**config.mk**
```make
export PLATFORM = sky130hd
export DESIGN_NAME = timer8_compare_output_ctc
export DESIGN_NICKNAME = d
export VERILOG_FILES = /design/src/timer8_pkg.sv /design/src/timer8_compare_output_ctc.sv /design/src/timer8_pin_override.sv /design/src/timer8_wave_channel.sv
export SDC_FILE = /design/constraint.sdc
export NUM_CORES = 1
export LEC_CHECK = 0
export BUFFER_PORTS_ARGS = -buffer_cell sky130_fd_sc_hd__buf_2
export CAP_MARGIN = 5
export CORE_MARGIN = 5
export CORE_UTILIZATION = 45
export CTS_CLUSTER_SIZE = 14
export DETAILED_ROUTE_END_ITERATION = 10
export GPL_TIMING_DRIVEN = 0
export SLEW_MARGIN = 20
export SYNTH_ARGS = -nofsm -noshare
export SYNTH_HDL_FRONTEND = slang
export SYNTH_SLANG_ARGS = --single-unit
```
**constraint.sdc**
```tcl
create_clock -name mclk_i -period 2.52 [get_ports mclk_i]
set_clock_uncertainty 0.05 [all_clocks]
set_input_delay 0.504 -clock mclk_i [delete_from_list [all_inputs] [get_ports mclk_i]]
set_output_delay 0.504 -clock mclk_i [all_outputs]
set_load 0.02 [all_outputs]
```
**src/timer8_pkg.sv**
```systemverilog
package timer8_pkg;

  // ************************************************************
  // Register map
  // ************************************************************
  localparam logic [2:0] ADDR_CONTROL_A  = 3'h0;
  localparam logic [2:0] ADDR_CONTROL_B  = 3'h1;
  localparam logic [2:0] ADDR_COUNTER    = 3'h2;
  localparam logic [2:0] ADDR_COMPARE_A  = 3'h3;
  localparam logic [2:0] ADDR_COMPARE_B  = 3'h4;
  localparam logic [2:0] ADDR_FLAGS      = 3'h5;

  // ************************************************************
  // Field positions
  // ************************************************************
  localparam int ACTION_A_LSB   = 6;
  localparam int ACTION_B_LSB   = 4;
  localparam int MODE_LOW_LSB   = 0;
  localparam int FORCE_A_BIT    = 7;
  localparam int FORCE_B_BIT    = 6;
  localparam int MODE_HIGH_BIT  = 3;
  localparam int CLK_SEL_LSB    = 0;
  localparam int OVF_BIT        = 0;
  localparam int CMP_A_BIT      = 1;
  localparam int CMP_B_BIT      = 2;

  // ************************************************************
  // Codes and values
  // ************************************************************
  localparam logic [2:0] MODE_NORMAL   = 3'h0;
  localparam logic [2:0] MODE_CLEAR    = 3'h2;
  localparam logic [1:0] ACT_NONE      = 2'h0;
  localparam logic [1:0] ACT_TOGGLE    = 2'h1;
  localparam logic [1:0] ACT_CLEAR     = 2'h2;
  localparam logic [1:0] ACT_SET       = 2'h3;
  localparam logic [2:0] CLK_SEL_STOP  = 3'h0;
  localparam logic [7:0] COUNT_MAX     = 8'hFF;
  localparam logic [7:0] COUNT_ZERO    = 8'h00;
  localparam logic [7:0] BYTE_ZERO     = 8'h00;

  // ************************************************************
  // Carriers
  // ************************************************************
  typedef struct packed {
    logic value;
    logic enable;
  } pin_drive_t;

  typedef struct packed {
    logic [1:0] action;
    logic [7:0] compare;
  } channel_cfg_t;

endpackage

```
**src/timer8_compare_output_ctc.sv**
```systemverilog
// Function
// RULE1: Force strobe in non-PWM modes updates waveform output only, no flag or clear.
// RULE2: Counter write blocks compare matches in the next timer tick, even stopped.
// RULE3: Software avoids writing counter equal to compare, or zero when counting down.
// RULE4: Software sets waveform output before making the port pin an output.
// RULE5: Waveform output registers keep their value across mode changes.
// RULE6: Output action bits are unbuffered and apply at the next match or force.
// RULE7: Reset clears every waveform output register to zero.
// RULE8: Nonzero action bits route waveform output to pin; direction stays port's.
// RULE9: Pin override depends only on action bits, never on waveform mode.
// RULE10: Action zero leaves waveform output unchanged at compare matches.
// RULE11: Mode field sets counting; action bits affect only outputs.
// RULE12: Mode 0 counts up without clear and wraps 0xFF to 0x00.
// RULE13: Normal mode sets overflow flag as counter becomes zero; counting never clears it.
// RULE14: Mode 2 clears counter on channel A match; compare A is top.
// RULE15: Clear-on-match mode sets compare flag A each time top is reached.
// RULE16: Compare writes unbuffered; top below count means wrap via 0xFF first.
// RULE17: Action 1 in clear-on-match mode toggles channel A on every match.
// RULE18: Clear-on-match mode sets overflow flag on the 0xFF to 0x00 step.
// RULE19: Compare flag sets one timer tick after counter equals compare value.
// RULE20: Flags clear on interrupt service or on software writing one.
// RULE21: CPU counter write has priority over hardware clear or count.
// RULE22: Clock source zero stops counter; counter stays readable and writable.
// RULE23: Force strobe in PWM modes does nothing and leaves no state.
`timescale 1ns/1ps
`default_nettype none

module timer8_compare_output_ctc (
  input  wire logic                   mclk_i,
  input  wire logic                   rst_i,
  input  wire logic                   tick_i,
  input  wire logic [2:0]             addr_i,
  input  wire logic [7:0]             wdata_i,
  input  wire logic                   wr_i,
  input  wire logic                   rd_i,
  input  wire logic [2:0]             service_ack_i,
  input  wire logic [1:0]             port_value_i,
  input  wire logic [1:0]             port_dir_i,
  output var  logic [7:0]             rdata_o,
  output var  logic [2:0]             flags_o,
  output var  timer8_pkg::pin_drive_t pin_a_o,
  output var  timer8_pkg::pin_drive_t pin_b_o
);

  // ************************************************************
  // Register state
  // ************************************************************
  timer8_pkg::channel_cfg_t chan_a;
  timer8_pkg::channel_cfg_t chan_b;
  logic [2:0] waveform_mode_field;
  logic [2:0] clock_source_select;
  logic [7:0] counter_value;
  logic       match_block;
  logic       compare_flag_a;
  logic       compare_flag_b;
  logic       overflow_flag;
  logic       wave_output_a;
  logic       wave_output_b;

  localparam logic [7:0] BYTE_ZERO_C = timer8_pkg::BYTE_ZERO;

  // ************************************************************
  // Decode
  // ************************************************************
  logic       wr_ctrl_a;
  logic       wr_ctrl_b;
  logic       wr_counter;
  logic       wr_flags;
  logic       timer_tick;
  logic       non_pwm;
  logic       match_a;
  logic       match_b;
  logic       force_a;
  logic       force_b;
  logic       top_clear;
  logic       overflow_step;
  logic [7:0] next_counter;

  assign wr_ctrl_a  = wr_i && (addr_i == timer8_pkg::ADDR_CONTROL_A);
  assign wr_ctrl_b  = wr_i && (addr_i == timer8_pkg::ADDR_CONTROL_B);
  assign wr_counter = wr_i && (addr_i == timer8_pkg::ADDR_COUNTER);
  assign wr_flags   = wr_i && (addr_i == timer8_pkg::ADDR_FLAGS);

  // The prescaled tick only counts while a clock source is selected.
  assign timer_tick = tick_i && (clock_source_select != timer8_pkg::CLK_SEL_STOP); // RULE22

  // Modes with the low mode bit clear are the non-PWM ones.
  assign non_pwm = ~waveform_mode_field[timer8_pkg::MODE_LOW_LSB];

  assign match_a = timer_tick && !match_block && (counter_value == chan_a.compare); // RULE2
  assign match_b = timer_tick && !match_block && (counter_value == chan_b.compare); // RULE2

  // Force strobes are decoded from the write itself and never stored.
  assign force_a = wr_ctrl_b && wdata_i[timer8_pkg::FORCE_A_BIT] && non_pwm; // RULE1 RULE23
  assign force_b = wr_ctrl_b && wdata_i[timer8_pkg::FORCE_B_BIT] && non_pwm; // RULE1 RULE23

  assign top_clear = (waveform_mode_field == timer8_pkg::MODE_CLEAR)
                     && (counter_value == chan_a.compare); // RULE14 RULE16

  assign overflow_step = timer_tick && (counter_value == timer8_pkg::COUNT_MAX)
                         && (next_counter == timer8_pkg::COUNT_ZERO); // RULE13 RULE18

  // ************************************************************
  // Counter sequence
  // ************************************************************
  always_comb begin
    if (top_clear) begin
      next_counter = timer8_pkg::COUNT_ZERO; // RULE14
    end else begin
      next_counter = counter_value + 8'h01; // RULE12 RULE16
    end
  end

  always_ff @(posedge mclk_i) begin
    if (rst_i) begin
      counter_value <= timer8_pkg::COUNT_ZERO;
    end else if (wr_counter) begin
      counter_value <= wdata_i; // RULE21
    end else if (timer_tick) begin
      counter_value <= next_counter; // RULE11 RULE12
    end
  end

  // A counter write arms the block until the next timer tick has passed.
  always_ff @(posedge mclk_i) begin
    if (rst_i) begin
      match_block <= 1'b0;
    end else if (wr_counter) begin
      match_block <= 1'b1; // RULE2
    end else if (timer_tick) begin
      match_block <= 1'b0;
    end
  end

  // ************************************************************
  // Control registers
  // ************************************************************
  always_ff @(posedge mclk_i) begin
    if (rst_i) begin
      chan_a.action                <= timer8_pkg::ACT_NONE;
      chan_b.action                <= timer8_pkg::ACT_NONE;
      waveform_mode_field[1:0]     <= timer8_pkg::MODE_NORMAL[1:0];
    end else if (wr_ctrl_a) begin
      chan_a.action                <= wdata_i[timer8_pkg::ACTION_A_LSB +: 2]; // RULE6
      chan_b.action                <= wdata_i[timer8_pkg::ACTION_B_LSB +: 2]; // RULE6
      waveform_mode_field[1:0]     <= wdata_i[timer8_pkg::MODE_LOW_LSB +: 2];
    end
  end

  always_ff @(posedge mclk_i) begin
    if (rst_i) begin
      waveform_mode_field[2] <= timer8_pkg::MODE_NORMAL[2];
      clock_source_select    <= timer8_pkg::CLK_SEL_STOP;
    end else if (wr_ctrl_b) begin
      waveform_mode_field[2] <= wdata_i[timer8_pkg::MODE_HIGH_BIT];
      clock_source_select    <= wdata_i[timer8_pkg::CLK_SEL_LSB +: 3];
    end
  end

  // Compare values load directly, with no buffering in these modes.
  always_ff @(posedge mclk_i) begin
    if (rst_i) begin
      chan_a.compare <= BYTE_ZERO_C;
      chan_b.compare <= BYTE_ZERO_C;
    end else if (wr_i && (addr_i == timer8_pkg::ADDR_COMPARE_A)) begin
      chan_a.compare <= wdata_i; // RULE16
    end else if (wr_i && (addr_i == timer8_pkg::ADDR_COMPARE_B)) begin
      chan_b.compare <= wdata_i;
    end
  end

  // ************************************************************
  // Flags: a set in the same cycle as a clear wins.
  // ************************************************************
  logic [2:0] flag_clear;

  assign flag_clear = service_ack_i | (wr_flags ? wdata_i[2:0] : 3'h0); // RULE20

  always_ff @(posedge mclk_i) begin
    if (rst_i) begin
      overflow_flag <= 1'b0;
    end else begin
      overflow_flag <= overflow_step
                       || (overflow_flag && !flag_clear[timer8_pkg::OVF_BIT]); // RULE13 RULE18
    end
  end

  always_ff @(posedge mclk_i) begin
    if (rst_i) begin
      compare_flag_a <= 1'b0;
    end else begin
      compare_flag_a <= match_a
                        || (compare_flag_a && !flag_clear[timer8_pkg::CMP_A_BIT]); // RULE15 RULE19
    end
  end

  always_ff @(posedge mclk_i) begin
    if (rst_i) begin
      compare_flag_b <= 1'b0;
    end else begin
      compare_flag_b <= match_b
                        || (compare_flag_b && !flag_clear[timer8_pkg::CMP_B_BIT]); // RULE19
    end
  end

  always_ff @(posedge mclk_i) begin
    if (rst_i) begin
      flags_o <= 3'h0;
    end else begin
      flags_o[timer8_pkg::OVF_BIT]   <= overflow_flag;
      flags_o[timer8_pkg::CMP_A_BIT] <= compare_flag_a;
      flags_o[timer8_pkg::CMP_B_BIT] <= compare_flag_b;
    end
  end

  // ************************************************************
  // Read port
  // ************************************************************
  always_ff @(posedge mclk_i) begin
    if (rst_i) begin
      rdata_o <= BYTE_ZERO_C;
    end else if (rd_i) begin
      unique case (addr_i)
        timer8_pkg::ADDR_CONTROL_A: rdata_o <= {chan_a.action, chan_b.action, 2'h0,
                                                waveform_mode_field[1:0]};
        timer8_pkg::ADDR_CONTROL_B: rdata_o <= {4'h0, waveform_mode_field[2],
                                                clock_source_select}; // RULE23
        timer8_pkg::ADDR_COUNTER:   rdata_o <= counter_value; // RULE22
        timer8_pkg::ADDR_COMPARE_A: rdata_o <= chan_a.compare;
        timer8_pkg::ADDR_COMPARE_B: rdata_o <= chan_b.compare;
        timer8_pkg::ADDR_FLAGS:     rdata_o <= {5'h00, compare_flag_b, compare_flag_a,
                                                overflow_flag};
        default:                    rdata_o <= BYTE_ZERO_C;
      endcase
    end else begin
      rdata_o <= BYTE_ZERO_C;
    end
  end

  // ************************************************************
  // Waveform channels and pin override
  // ************************************************************
  timer8_wave_channel wave_a_inst (
    .mclk_i    (mclk_i),
    .rst_i     (rst_i),
    .match_i   (match_a),
    .force_i   (force_a),
    .non_pwm_i (non_pwm),
    .action_i  (chan_a.action),
    .wave_o    (wave_output_a)
  );

  timer8_wave_channel wave_b_inst (
    .mclk_i    (mclk_i),
    .rst_i     (rst_i),
    .match_i   (match_b),
    .force_i   (force_b),
    .non_pwm_i (non_pwm),
    .action_i  (chan_b.action),
    .wave_o    (wave_output_b)
  );

  timer8_pin_override pin_a_inst (
    .mclk_i       (mclk_i),
    .rst_i        (rst_i),
    .action_i     (chan_a.action),
    .wave_i       (wave_output_a),
    .port_value_i (port_value_i[0]),
    .port_dir_i   (port_dir_i[0]),
    .pin_o        (pin_a_o)
  );

  timer8_pin_override pin_b_inst (
    .mclk_i       (mclk_i),
    .rst_i        (rst_i),
    .action_i     (chan_b.action),
    .wave_i       (wave_output_b),
    .port_value_i (port_value_i[1]),
    .port_dir_i   (port_dir_i[1]),
    .pin_o        (pin_b_o)
  );
endmodule

`default_nettype wire

```
**src/timer8_pin_override.sv**
```systemverilog
`timescale 1ns/1ps
`default_nettype none

module timer8_pin_override (
  input  wire logic                   mclk_i,
  input  wire logic                   rst_i,
  input  wire logic [1:0]             action_i,
  input  wire logic                   wave_i,
  input  wire logic                   port_value_i,
  input  wire logic                   port_dir_i,
  output var  timer8_pkg::pin_drive_t pin_o
);

  // ************************************************************
  // Port value override
  // ************************************************************
  always_ff @(posedge mclk_i) begin
    if (rst_i) begin
      pin_o <= '0;
    end else begin
      pin_o.value  <= (action_i != timer8_pkg::ACT_NONE) ? wave_i : port_value_i; // RULE8 RULE9
      pin_o.enable <= port_dir_i; // RULE8
    end
  end

endmodule

`default_nettype wire

```
**src/timer8_wave_channel.sv**
```systemverilog
`timescale 1ns/1ps
`default_nettype none

module timer8_wave_channel (
  input  wire logic       mclk_i,
  input  wire logic       rst_i,
  input  wire logic       match_i,
  input  wire logic       force_i,
  input  wire logic       non_pwm_i,
  input  wire logic [1:0] action_i,
  output var  logic       wave_o
);

  // ************************************************************
  // Waveform output register
  // ************************************************************
  logic event_hit;

  assign event_hit = (match_i || force_i) && non_pwm_i;

  always_ff @(posedge mclk_i) begin
    if (rst_i) begin
      wave_o <= 1'b0; // RULE7
    end else if (event_hit) begin // RULE5
      unique case (action_i) // RULE6
        timer8_pkg::ACT_NONE:   wave_o <= wave_o; // RULE10
        timer8_pkg::ACT_TOGGLE: wave_o <= ~wave_o; // RULE17
        timer8_pkg::ACT_CLEAR:  wave_o <= 1'b0;
        timer8_pkg::ACT_SET:    wave_o <= 1'b1;
      endcase
    end
  end

endmodule

`default_nettype wire
```
# == Yosys cells after proc, flatten, opt, wreduce, memory -nomap -nowiden ==
# Index checks and enable logic that the tools add are counted.
# op_classes
n_eq_ne,15
add_sub_neg,1
reduce_logical,43
mux,11
bitwise,8
# ops
operator,n
$pmux W8 S6,1
$mux W8,3
$logic_and A1 B1 Y1,22
$eq A8 B8 Y1,2
$eq A3 B2 Y1 const B,3
$add A8 B1 Y8 const B,1
$eq A2 B2 Y1 const B,4
$eq A8 B8 Y1 const B,1
$logic_not A8 Y1,1
$not A1 Y1,7
$eq A3 B3 Y1 const B,2
$pmux W1 S3,2
$reduce_and A2 Y1,3
$reduce_bool A2 Y1,3
$logic_or A1 B1 Y1,5
$eq A2 B1 Y1 const B,2
$logic_not A1 Y1,4
$logic_not A2 Y1,2
$mux W1,4
$eq A3 B1 Y1 const B,1
$logic_not A3 Y1,1
$mux W3,1
$or A3 B3 Y3,1
$reduce_bool A3 Y1,1
$reduce_or A2 Y1,1
# totals
in_bits,23
elab_cells,98
register_bits,55
output_inout_bits,15

# == Longest topological paths before layout ==
# depth
depth_word,7
depth_mapped,7
depth_no_buf,5

# == Cells and area by module ==
# Synthesis repeated with hierarchy kept, for this count alone.
# unflattened
cells_unflattened,319
hier_area_um2,2869.0
# by_module_without_submodules
module,n_inst,cells_per_inst,seq_area_each_um2,area_each_um2
timer8_compare_output_ctc,1,289,980.9,2606.2
timer8_wave_channel,2,9,20.0,66.3
timer8_pin_override,2,6,40.0,65.1

# == Least setup slack after synthesis ==
# OpenSTA, ideal clock, no wires.
# synth_timing
kind,input -> register
start,input port addr_i[2]
end,register wave_a_inst.wave_o
n_path_buf,2
slack_ns,0.822
arrival_time_ns,1.515
setup_ns,0.133
cell_stages,7
t_required_ns,2.337
cell_sequence,buf_6 -> nor4bb_1 -> buf_2 -> nand3b_1 -> o31ai_1 -> mux2i_1 -> a31oi_1
# synth_between
elab_chain_len,7
# synth_rtl
element,line,source
from (decl),timer8_compare_output_ctc.sv:32,"input wire logic [2:0] addr_i,"
$eq A3 B1 Y1,timer8_compare_output_ctc.sv:80,assign wr_ctrl_b = wr_i && (addr_i == timer8_pkg::ADDR_CONTROL_B);
$logic_and A1 B1 Y1,timer8_compare_output_ctc.sv:80,
$logic_and A1 B1 Y1 (2 in series),timer8_compare_output_ctc.sv:94,assign force_a = wr_ctrl_b && wdata_i[timer8_pkg::FORCE_A_BIT] && non_pwm;
$logic_or A1 B1 Y1,timer8_wave_channel.sv:19,assign event_hit = (match_i || force_i) && non_pwm_i;
$logic_and A1 B1 Y1,timer8_wave_channel.sv:19,
$reduce_and A2 Y1 (no line),n/a,
to (signal assigned),timer8_wave_channel.sv:26,timer8_pkg::ACT_NONE: wave_o <= wave_o;
to (signal assigned),timer8_wave_channel.sv:27,timer8_pkg::ACT_TOGGLE: wave_o <= ~wave_o;
to (decl),timer8_wave_channel.sv:11,output var logic wave_o
# Every way passes these cells.
# A chain may end at the register's enable or synchronous reset.

# == Worst setup path in the final report ==
# layout_timing
start,register counter_value[1]
end,register wave_a_inst.wave_o
# layout_between
elab_chain_len,5
# layout_rtl
element,line,source
from (decl),timer8_compare_output_ctc.sv:52,logic [7:0] counter_value;
from (signal assigned),timer8_compare_output_ctc.sv:116,counter_value <= timer8_pkg::COUNT_ZERO;
from (signal assigned),timer8_compare_output_ctc.sv:118,counter_value <= wdata_i;
from (signal assigned),timer8_compare_output_ctc.sv:120,counter_value <= next_counter;
$eq A8 B8 Y1,timer8_compare_output_ctc.sv:90,assign match_a = timer_tick && !match_block && (counter_value == chan_a.compare);
$logic_and A1 B1 Y1,timer8_compare_output_ctc.sv:90,
$logic_or A1 B1 Y1,timer8_wave_channel.sv:19,
$logic_and A1 B1 Y1,timer8_wave_channel.sv:19,
$reduce_and A2 Y1 (no line),n/a,
# Every way passes these cells.

==> impl_metrics.json <==
{
  "path_delay_family": "compound AO/OA/AOI/OAI gates",
  "die_area_um2": 7910,
  "final_cells": 438,
  "yosys.area.top_type": "dfxtp_1",
  "drtPass1Iterations": 5,
  "seq_area_frac_synth_pct": 39.3,
  "detail_route.wl_per_cell_um": 17.2,
  "p_leak_nw": 1.15,
  "grt-ovfl-total": 0,
  "yosysMostFrequentCell": "dfxtp_1",
  "dp_hpwl_mm": 5.62,
  "viasPerCell": 5.45,
  "grt_start_max_net_pins": 18,
  "routabilityCongestion": 0.936,
  "synth-edff-count": 0,
  "switchingPower_mw": 0.461,
  "ioPinCount": 38,
  "async_flop_share_pct": 0,
  "period_needed_ns": 1.90,
  "setup_violations": 0,
  "cellPowerDensity_nw_per_um2": 519,
  "max_cap_viol_count": 0,
  "synthToLayoutAreaGrowth_pct": 12.9,
  "synth_commonest_cells": "dfxtp_1 (55), nor2_1 (47), nand2_1 (29)",
  "min_period_over_period_pct": 75.4,
  "core_area_um2": 5990,
  "p_comb_share_pct": 14.0,
  "diodes": 0,
  "seqPwrFrac_pct": 55.3,
  "rows": 28,
  "ctsResizeCount": 0,
  "first_iter_violations": 244,
  "drive_gt1_share_pct": 19.0,
  "ys_ff_latch": 55,
  "cts_inserted_buffers": 5,
  "cp.buffers_inverters": 1,
  "vdd_ir_drop_max_v": 0.000242,
  "cp-start-kind": "flop",
  "synthFlopType": "dfxtp_1",
  "path_clk_slew_ns": 0.10,
  "finalHoldViolCount": 0,
  "hp-class": "in2reg",
  "syn_avg_cell_area_um2": 8.79,
  "dieWidth_um": 88.9,
  "num_vias": 2387,
  "cts_tree": "yes",
  "finalMaxSlewViolations": 0,
  "syn_area_um2": 2800,
  "initial_core_util_pct": 46.8,
  "cts_root_buffer": "clkbuf_8",
  "fp.dieH_um": 88.9,
  "synth_cells": 319,
  "antenna_left": 0,
  "crit_arrival_ns": 2.04,
  "slowest_stage": "o31ai_1",
  "synth_top_area_share_pct": 39.3,
  "synth_nets": 343,
  "relSlewSlack_pct": 59.1,
  "grt_pass1_wl_mm": 12.0,
  "cts.sinks": 55,
  "htree_levels": 2,
  "yosys.cell_types.count": 41,
  "timing.critical_path.cells": "buf_4, xnor2_1, nand4_2, o31ai_1, mux2i_1, a31oi_1",
  "postCtsSetupRepairBufs": 0,
  "critPathMaxFanout": 7,
  "rsz0062_at_grt": "false",
  "pwr-share-clk_pct": 30.7,
  "max_freq_mhz": 526,
  "drcViolationCount": 0,
  "fillers": 597,
  "power_switching_share_pct": 28.0,
  "clkLatencyLatePin_ns": 0.32,
  "clockBufferDepth": 2,
  "ctsHoldBuffers": 0,
  "port_buffers": 36,
  "yosysWarnings": 0,
  "wl_mm": 7.54,
  "end_kind": "flop",
  "required_ns": 2.65,
  "grt_pass1_vias": 2244,
  "grtUsageTotal_pct": 20.4,
  "nets": 386,
  "dp_cells": 430,
  "worst_slew_pin_slew_ns": 0.614,
  "synth_area_leaders": "dfxtp_1 (39%), mux2i_1 (9.3%), nor2_1 (6.3%)",
  "fin_tns_setup_ns": 0,
  "max_stage_delay_ns": 0.54,
  "p_int_mw": 1.18,
  "path_class": "reg2reg",
  "status": "complete, no violations",
  "antenna_found_initial": 0
}
-- per-layer routing --
metal	wire (um)	up-vias	global-route usage, %
li1	-	1187	-
met2	3230	94	30.4
met4	150	0	6.36
met3	527	11	3.59
met5	0	-	0
met1	3630	1095	30.0
-- path summary, 6_finish.rpt --
check | start | end | slack (ns) | cells after the start
max reg2reg | counter_value[1]$_SDFFE_PP0P_ | wave_a_inst.wave_o$_SDFFE_PP0P_ | 0.62 | 6
min reg2reg | wave_b_inst.wave_o$_SDFFE_PP0P_ | wave_b_inst.wave_o$_SDFFE_PP0P_ | 0.44 | 2
max | counter_value[1]$_SDFFE_PP0P_ | wave_a_inst.wave_o$_SDFFE_PP0P_ | 0.62 | 6
min | port_dir_i[1] | pin_b_inst.pin_o[0]$_SDFF_PP0_ | 0.35 | 2
-- power groups by stage --
| stage | logic [mW] | registers, mW | clock network, mW |
|---|---|---|---|
| floorplan | 0.146 | 0.932 | 0 |
| global placement | 0.227 | 0.929 | 0 |
| detailed placement | 0.228 | 0.930 | 0 |
| CTS | 0.229 | 0.909 | 0.517 |
| global route | 0.250 | 0.914 | 0.558 |
| finish | 0.230 | 0.910 | 0.505 |
-- metrics by stage --
stage / setup slack (ns) / utilization [%] / instance area, um2 / hold slack, ns / power [mW]
4_1_cts: 0.629 / 52.9 / 3170 / 0.341 / 1.66
5_1_grt: 0.529 / 52.9 / 3170 / 0.323 / 1.72
6_report: 0.619 / 52.9 / 3170 / 0.347 / 1.64
3_3_place_gp: 0.463 / 51.4 / 3080 / 0.418 / 1.16
3_5_place_dp: 0.516 / 51.4 / 3080 / 0.430 / 1.16
2_1_floorplan: 0.822 / - / 2800 / 0.404 / 1.08
-- cell families after synthesis --
kind of cell,synth area share [%]
AO/OA/AOI/OAI,14.1
XOR/XNOR,8.26
adder cells (fa/ha/maj),0.446
buffers and inverters,5.76
flip-flops,39.3
multiplexers,10.1
AND/OR/NAND/NOR,22.1
-- cell type report --
| type | instances | area, um2 | share of cell area [%] |
|---|---|---|---|
| buffer | 25 | 158 | 4.98 |
| clock buffer | 6 | 72.6 | 2.29 |
| clock inverter | 2 | 16.3 | 0.514 |
| inverter | 1 | 3.75 | 0.119 |
| multi-input combinational | 238 | 1540 | 48.7 |
| sequential | 55 | 1100 | 34.8 |
| tap | 75 | 93.8 | 2.96 |
| timing repair buffer | 36 | 180 | 5.69 |
-- sequential cells by signal (all words and copies together), names as in the netlist, 2 cells and up --
name	cells
flags_o	3
clock_source_select	3
waveform_mode_field	3
chan_a	10
chan_b	10
pin_a_inst.pin_o	2
pin_b_inst.pin_o	2
counter_value	8
rdata_o	8
-- placed cells by master, fill, tap and decap left out, drive strengths merged, types with 2 or more instances in the layout --
cell and count:
a221oi 3, a211oi 4, nand2b 4, inv 2, xor2 3, o31ai 2, and2 7, nand2 29
o31a 3, o22a 4, dfxtp 55, nor2 47, a22oi 8, a31oi 7, buf 52, nand4 7
nand3 9, nor2b 11, xnor2 20, o21ai 2, clkbuf 15, a21oi 22, mux2 2, nand3b 2
nor3 8, mux2i 26
Power figures use the tool's default switching activity.
